$ cat src/hdl/pan_pkg.sv
// Package of constants and the carrier type for the autoneg register set.
package pan_pkg;

  // ****************************************
  // Register indices; the byte address is the index times four
  // ****************************************
  localparam logic [7:0] PAN_IDX_IDENT = 8'h03;
  localparam logic [7:0] PAN_IDX_ADV = 8'h04;
  localparam logic [7:0] PAN_IDX_PART = 8'h05;
  localparam logic [7:0] PAN_IDX_EXP = 8'h06;
  localparam logic [7:0] PAN_IDX_NPTX = 8'h07;
  localparam logic [7:0] PAN_IDX_NPRX = 8'h08;
  localparam logic [7:0] PAN_IDX_CTRL = 8'h10;
  localparam logic [7:0] PAN_IDX_PAGE = 8'h1F;

  // ****************************************
  // Field positions
  // ****************************************
  localparam int PAN_NP_BIT = 15;
  localparam int PAN_ACK_BIT = 14;
  localparam int PAN_RF_BIT = 13;
  localparam int PAN_MP_BIT = 13;
  localparam int PAN_WC_BIT = 12;
  localparam int PAN_TOG_BIT = 11;
  localparam int PAN_EXP_PDF_BIT = 4;
  localparam int PAN_EXP_LPNP_BIT = 3;
  localparam int PAN_EXP_NPA_BIT = 2;
  localparam int PAN_EXP_PR_BIT = 1;
  localparam int PAN_EXP_LPAN_BIT = 0;
  localparam int PAN_CTRL_RESTART_BIT = 9;

  // ****************************************
  // Reset values and fixed codes
  // ****************************************
  // Value is arbitrary, not tied to any real maker.
  localparam logic [5:0] PAN_ORG_ID_BITS = 6'h2A;
  // Value is arbitrary, not tied to any real maker.
  localparam logic [5:0] PAN_MODEL_RST = 6'h15;
  localparam logic [15:0] PAN_ADV_RST = 16'h01E1;
  localparam logic [15:0] PAN_NPTX_RST = 16'h2001;
  localparam logic [15:0] PAN_ADV_WMASK = 16'hADFF;
  localparam logic [15:0] PAN_NPTX_WMASK = 16'hB7FF;
  localparam logic [1:0] PAN_PAGE_MAX = 2'h2;

  // ****************************************
  // Carrier of one received link code word
  // ****************************************
  typedef struct packed {
    logic valid;
    logic base;
    logic [15:0] word;
  } pan_lcw_t;

endpackage : pan_pkg

$ cat src/hdl/pan_regs.sv
// Autoneg register set with an APB slave and link code word ports.
`timescale 1ns/10ps
module pan_regs (
  // Clock and reset
  input wire logic pclk,
  input wire logic presetn,
  // APB slave
  input wire logic psel,
  input wire logic penable,
  input wire logic pwrite,
  input wire logic [11:0] paddr,
  input wire logic [31:0] pwdata,
  output logic [31:0] prdata,
  output logic pready,
  output logic pslverr,
  // Strap of silicon revision
  input wire logic [3:0] silicon_rev,
  // Autoneg engine
  input wire pan_pkg::pan_lcw_t rx_lcw,
  input wire logic tx_page_sent,
  input wire logic par_det_fault,
  input wire logic partner_an_able,
  output logic [15:0] adv_word,
  output logic [15:0] np_tx_word,
  output logic an_restart
);
  import pan_pkg::*;

  // ****************************************
  // Bus decode
  // ****************************************
  logic [7:0] idx;
  logic hit_ok;
  logic wr_en;
  logic rd_en;
  logic page_ok;
  logic [1:0] page_q;
  logic [15:0] rdata_d;

  assign idx = paddr[9:2];
  assign pready = 1'b1;
  // Pages 0 to 2 share one copy of each register.
  assign page_ok = (page_q <= PAN_PAGE_MAX);
  always_comb begin
    hit_ok = 1'b0;
    case (idx)
      PAN_IDX_IDENT, PAN_IDX_ADV, PAN_IDX_PART, PAN_IDX_EXP,
      PAN_IDX_NPTX, PAN_IDX_NPRX: hit_ok = page_ok;
      PAN_IDX_CTRL, PAN_IDX_PAGE: hit_ok = 1'b1;
      default: hit_ok = 1'b0;
    endcase
  end
  assign wr_en = psel && penable && pwrite && hit_ok;
  assign rd_en = psel && penable && !pwrite && hit_ok;
  assign pslverr = psel && penable && !hit_ok;

  // ****************************************
  // Registers
  // ****************************************
  logic [5:0] model_q;
  logic [3:0] rev_q;
  logic rev_loaded_q;
  logic [15:0] adv_q;
  logic [15:0] part_q;
  logic part_asym_q;
  logic pdf_q;
  logic pr_q;
  logic lpnp_q;
  logic [15:0] nptx_q;
  logic last_tog_q;
  logic [15:0] nprx_q;
  logic restart_q;

  always_ff @(posedge pclk or negedge presetn) begin
    if (!presetn) begin
      page_q <= 2'h0;
    end else if (wr_en && idx == PAN_IDX_PAGE) begin
      page_q <= pwdata[1:0];
    end
  end

  // The strap is a pin, so it crosses two flops before any use.
  logic [3:0] rev_s1_q;
  logic [3:0] rev_s2_q;
  logic [1:0] rev_wait_q;

  always_ff @(posedge pclk or negedge presetn) begin
    if (!presetn) begin
      rev_s1_q <= 4'h0;
      rev_s2_q <= 4'h0;
    end else begin
      rev_s1_q <= silicon_rev;
      rev_s2_q <= rev_s1_q;
    end
  end

  // Loading waits until the second flop holds the strap, two edges in.
  always_ff @(posedge pclk or negedge presetn) begin
    if (!presetn) begin
      rev_wait_q <= 2'h0;
    end else if (rev_wait_q != 2'h2) begin
      rev_wait_q <= rev_wait_q + 2'h1;
    end
  end

  // Revision is caught once the strap has crossed; earlier writes are dropped.
  always_ff @(posedge pclk or negedge presetn) begin
    if (!presetn) begin
      model_q <= PAN_MODEL_RST;
      rev_q <= 4'h0;
      rev_loaded_q <= 1'b0;
    end else if (!rev_loaded_q) begin
      if (rev_wait_q == 2'h2) begin
        rev_q <= rev_s2_q;
        rev_loaded_q <= 1'b1;
      end
    end else if (wr_en && idx == PAN_IDX_IDENT) begin
      model_q <= pwdata[9:4];
      rev_q <= pwdata[3:0];
    end
  end

  // Reserved bits are masked so they stay zero.
  always_ff @(posedge pclk or negedge presetn) begin
    if (!presetn) begin
      adv_q <= PAN_ADV_RST;
    end else if (wr_en && idx == PAN_IDX_ADV) begin
      adv_q <= pwdata[15:0] & PAN_ADV_WMASK;
    end
  end
  assign adv_word = adv_q;

  // A base page updates the partner word; bit 11 may also be written.
  always_ff @(posedge pclk or negedge presetn) begin
    if (!presetn) begin
      part_q <= 16'h0000;
      part_asym_q <= 1'b0;
      lpnp_q <= 1'b0;
    end else if (rx_lcw.valid && rx_lcw.base) begin
      part_q <= rx_lcw.word & 16'hA7FF;
      part_q[PAN_ACK_BIT] <= 1'b1;
      part_asym_q <= rx_lcw.word[PAN_TOG_BIT];
      lpnp_q <= rx_lcw.word[PAN_NP_BIT];
    end else if (wr_en && idx == PAN_IDX_PART) begin
      part_asym_q <= pwdata[PAN_TOG_BIT];
    end
  end

  // Set wins over a clear-on-read in the same cycle.
  always_ff @(posedge pclk or negedge presetn) begin
    if (!presetn) begin
      pdf_q <= 1'b0;
      pr_q <= 1'b0;
    end else begin
      if (par_det_fault) begin
        pdf_q <= 1'b1;
      end else if (rd_en && idx == PAN_IDX_EXP) begin
        pdf_q <= 1'b0;
      end
      if (rx_lcw.valid) begin
        pr_q <= 1'b1;
      end else if (rd_en && idx == PAN_IDX_EXP) begin
        pr_q <= 1'b0;
      end
    end
  end

  always_ff @(posedge pclk or negedge presetn) begin
    if (!presetn) begin
      nptx_q <= PAN_NPTX_RST;
    end else if (wr_en && idx == PAN_IDX_NPTX) begin
      nptx_q <= pwdata[15:0] & PAN_NPTX_WMASK;
    end
  end

  // Toggle tracks the word last sent; reported bit is its inverse.
  always_ff @(posedge pclk or negedge presetn) begin
    if (!presetn) begin
      last_tog_q <= 1'b1;
    end else if (tx_page_sent) begin
      last_tog_q <= np_tx_word[PAN_TOG_BIT];
    end
  end
  always_comb begin
    np_tx_word = nptx_q;
    np_tx_word[PAN_TOG_BIT] = !last_tog_q;
  end

  always_ff @(posedge pclk or negedge presetn) begin
    if (!presetn) begin
      nprx_q <= 16'h0000;
    end else if (rx_lcw.valid && !rx_lcw.base) begin
      nprx_q <= rx_lcw.word;
    end
  end

  // Restart is a one-cycle pulse; the control bit never holds.
  always_ff @(posedge pclk or negedge presetn) begin
    if (!presetn) begin
      restart_q <= 1'b0;
    end else begin
      restart_q <= wr_en && idx == PAN_IDX_CTRL &&
                   pwdata[PAN_CTRL_RESTART_BIT];
    end
  end
  assign an_restart = restart_q;

  // ****************************************
  // Read mux
  // ****************************************
  always_comb begin
    rdata_d = 16'h0000;
    case (idx)
      PAN_IDX_IDENT: rdata_d = {PAN_ORG_ID_BITS, model_q, rev_q};
      PAN_IDX_ADV: rdata_d = adv_q;
      PAN_IDX_PART: begin
        rdata_d = part_q;
        rdata_d[PAN_TOG_BIT] = part_asym_q;
      end
      PAN_IDX_EXP: begin
        rdata_d[PAN_EXP_PDF_BIT] = pdf_q;
        rdata_d[PAN_EXP_LPNP_BIT] = lpnp_q;
        rdata_d[PAN_EXP_NPA_BIT] = 1'b1;
        rdata_d[PAN_EXP_PR_BIT] = pr_q;
        rdata_d[PAN_EXP_LPAN_BIT] = partner_an_able;
      end
      PAN_IDX_NPTX: rdata_d = np_tx_word;
      PAN_IDX_NPRX: rdata_d = nprx_q;
      PAN_IDX_PAGE: rdata_d = {14'h0000, page_q};
      default: rdata_d = 16'h0000;
    endcase
  end
  assign prdata = hit_ok ? {16'h0000, rdata_d} : 32'h0000_0000;
endmodule // pan_regs

$ cat config.mk
export PLATFORM = sky130hd
export DESIGN_NAME = pan_regs
export DESIGN_NICKNAME = d
export VERILOG_FILES = /design/src/hdl/pan_pkg.sv /design/src/hdl/pan_regs.sv
export SDC_FILE = /design/constraint.sdc
export NUM_CORES = 1
export LEC_CHECK = 0
export BUFFER_PORTS_ARGS = -buffer_cell sky130_fd_sc_hd__buf_4
export CAP_MARGIN = 0
export CORE_ASPECT_RATIO = 1.4
export CORE_MARGIN = 2
export CORE_UTILIZATION = 30
export CTS_CLUSTER_DIAMETER = 100
export DETAILED_ROUTE_END_ITERATION = 12
export GPL_TIMING_DRIVEN = 0
export HOLD_SLACK_MARGIN = 0.02
export PLACE_DENSITY = 0.56
export SLEW_MARGIN = 5
export SYNTH_ARGS = -nofsm -noshare
export SYNTH_HDL_FRONTEND = slang
export SYNTH_SLANG_ARGS = --single-unit
$ cat constraint.sdc
create_clock -name pclk -period 1.8 [get_ports pclk]
set_clock_uncertainty 0.2 [all_clocks]
set_input_delay 0.18 -clock pclk [delete_from_list [all_inputs] [get_ports pclk]]
set_output_delay 0.18 -clock pclk [all_outputs]
set_load 0.03 [all_outputs]
==> results_dict.tcl <==
set metrics [dict create \
    status "finished, violations left" \
    violations "negative setup slack" \
    yosysSeqAreaShare 0.500 \
    grt_pass1_wl_mm 21.7 \
    tightest_slew_ps 784 \
    wirelength_mm 14.1 \
    path_delay_family "simple AND/OR/NAND/NOR gates" \
    synth_top_area_cell "dfrtp_1" \
    post_drt_wl_per_cell_um 18.9 \
    dpl.hpwl_mm 9.29 \
    period_needed_ps 2200 \
    drive_gt1_frac 0.540 \
    synthTopCellsByArea "dfrtp_1, mux2_2, dfstp_2" \
    hp-class "input port to flop" \
    path_class "input port to flop" \
    start_util 0.308 \
    rsz0062_at_grt "yes" \
    max_stage_delay_ps 560 \
    mostFrequentLayoutCells "buf_4, dfrtp_1, dlygate4sd3_1" \
    grt_pass1_vias 3814 \
    die_y_um 145 \
    end_kind "flop" \
    grt_max_degree 86 \
    critPathLaunchType "input port" \
    io_pins 141 \
    track_usage 0.187 \
    drt_iter0_drc 167 \
    place_ws_ps -1020 \
    drv_cap 0 \
    drc 0 \
    crit_top_cell "or4_4" \
    clk_latency_ps 340 \
    critPathBufInv 2 \
    netlist.area_leader.share 0.432 \
    ys_async_sr_fraction 1.00 \
    cts_buffers 9 \
    path_clk_slew_ps 70 \
    std_cell_rows 51 \
    antenna_found_initial 0 \
    max_freq_mhz 455 \
    vdd_drop_max_v 0.000540 \
    core_sq_um 13900 \
    area_delta_synth_final_pct 58.4 \
    crit_path_max_fanout 10 \
    synth_area_sq_um 4280 \
    setup_ws_ps -396 \
    synthDistinctLibCells 55 \
    slowest_stage "or4_4" \
    diodes 0 \
    synth_edf_count 0 \
    cp.arrival_ps 2220 \
    hold_violations 0 \
    powerDensity_nw_per_um2 700 \
    gp_congestion 0.877 \
    cts_buffer_depth 2 \
    synth_ff_type "dfrtp_1" \
    finalCritPeriodShare 1.22 \
    cts_tree "done" \
    synth_cells 363 \
    layout_commonest_cell "buf_4" \
    cts.sinks 85 \
    holdWs_ps 60.5 \
    power_leakage_nw 2.98 \
    crit_required_ps 1830 \
    slew_headroom 0.477 \
    drt_pass1_iterations 4 \
    die_w_um 105 \
    worstPathCellList "buf_8 -> or4_4 -> a21oi_4 -> a21oi_2 -> or4_4 -> buf_6 -> mux2_4" \
    grt_remaining_overflow 0 \
    ys_seq_elements 85 \
    final_nets 629 \
    portBuffers 97 \
    die_area_sq_um 15300 \
    routed_via_density 4.84 \
    setup_violations 57 \
    syn_avg_cell_area_sq_um 11.8 \
    root_buffer "clkbuf_16" \
    ant_nets 0 \
    yosysWarnings 0 \
    vias 3603 \
    slew_violations 0 \
    htree_levels 3 \
    fin_setup_tns_ps -16270 \
]
==> power breakdown <==
part           total [W]  switching (W)  internal (W)
sequential       0.00212      0.0000726       0.00205
combinational   0.000731       0.000362      0.000370
clock            0.00190       0.000781       0.00112
total            0.00475        0.00122       0.00353
==> worst min-delay path: cells and delay by family <==
kind                   cells  cell delay (ps)
buffers and inverters      1               70
and+or+nand+nor            3              320
==> area by class of cell <==
class | instances | area (sq um)
multi-input cells | 250 | 2280
repair buffers | 164 | 1490
inverters | 7 | 26.3
plain buffers | 37 | 317
well taps | 185 | 231
flip-flops and latches | 85 | 2140
clock inverters | 5 | 58.8
clock buffers | 11 | 243
fillers | 1280 | 7130
==> cells by family after synthesis <==
kind of cell / share of synthesized area
AOI/OAI and AO/OA: 0.102
DFF: 0.500
buffers and inverters: 0.0646
and+or+nand+nor: 0.109
adders and majority gates: 0.00292
other: 0.00175
xor gates and xnor gates: 0.00409
muxes: 0.216
==> worst paths after layout <==
| kind | slack [ps] | from | end | cells after the start |
|---|---|---|---|---|
| setup / recovery | -400 | paddr[8] | model_q[5]$_DFFE_PN0P_ | 7 |
| hold / removal | 60 | paddr[8] | an_restart$_DFF_PN0_ | 4 |
| setup reg to reg | -340 | page_q[1]$_DFFE_PN0P_ | model_q[5]$_DFFE_PN0P_ | 5 |
| hold reg to reg | 150 | rev_s1_q[0]$_DFF_PN0_ | rev_s2_q[0]$_DFF_PN0_ | 0 |
| max in group asynchronous | 570 | presetn | adv_word[13]$_DFFE_PN0P_ | 2 |
| min in group asynchronous | 290 | presetn | rev_s2_q[2]$_DFF_PN0_ | 2 |
==> cell usage after synthesis (all sizes together) (2+ instances only) <==
library cell and n:
nor3 4, mux2 67, o22ai 5, inv 7, a22oi 11, nand2 14
nor2b 3, o41ai 2, clkbuf 12, or4 3, nand3 6, buf 28
a221oi 2, and2 2, a21oi 19, o21ai 9, or2 3, dfstp 11
conb 2, a21o 2, a31oi 3, dfrtp 74, nor2 31, nand2b 6
nand4 4, mux2i 8, nor4 2, mux4 3, o221a 4
==> per-layer routing <==
layer / track usage / up-vias / routed length (um)
li1: - / 1656 / -
met1: 0.217 / 1792 / 5490
met2: 0.341 / 136 / 7630
met3: 0.0305 / 19 / 691
met4: 0.0673 / 0 / 276
met5: 0 / - / 0
==> stage by stage <==
| stage | cell area [sq um] | power (W) | util | instances |
|---|---|---|---|---|
| floorplan | 4530 | 0.00250 | - | 382 |
| global route | 6790 | 0.00493 | 0.488 | 744 |
| CTS | 6760 | 0.00476 | 0.486 | 743 |
| detailed placement | 5490 | 0.00276 | 0.395 | 664 |
| finish | 6790 | 0.00475 | 0.488 | 744 |
| global placement | 5490 | 0.00274 | 0.395 | 664 |
==> timing repair <==
| action | in CTS | in global routing |
|---|---|---|
| cloned | 3 | 0 |
| gates resized for setup | 94 | 15 |
| setup endpoints to repair | 59 | 61 |
| endpoints found under the hold margin | 151 | 0 |
| setup buffers | 22 | 5 |
| hold buffers | 40 | 0 |
| pin swaps | 12 | 10 |
==> registers in the layout, summed over array words and instances, names as in the netlist <==
name,count
nprx_q,16
nptx_q,14
adv_word,13
part_q,13
model_q,6
rev_q,4
rev_s1_q,4
rev_s2_q,4
page_q,2
rev_wait_q,2
an_restart,1
last_tog_q,1
lpnp_q,1
part_asym_q,1
pdf_q,1
pr_q,1
rev_loaded_q,1
Note: power is estimated with default switching activity, not from simulation.
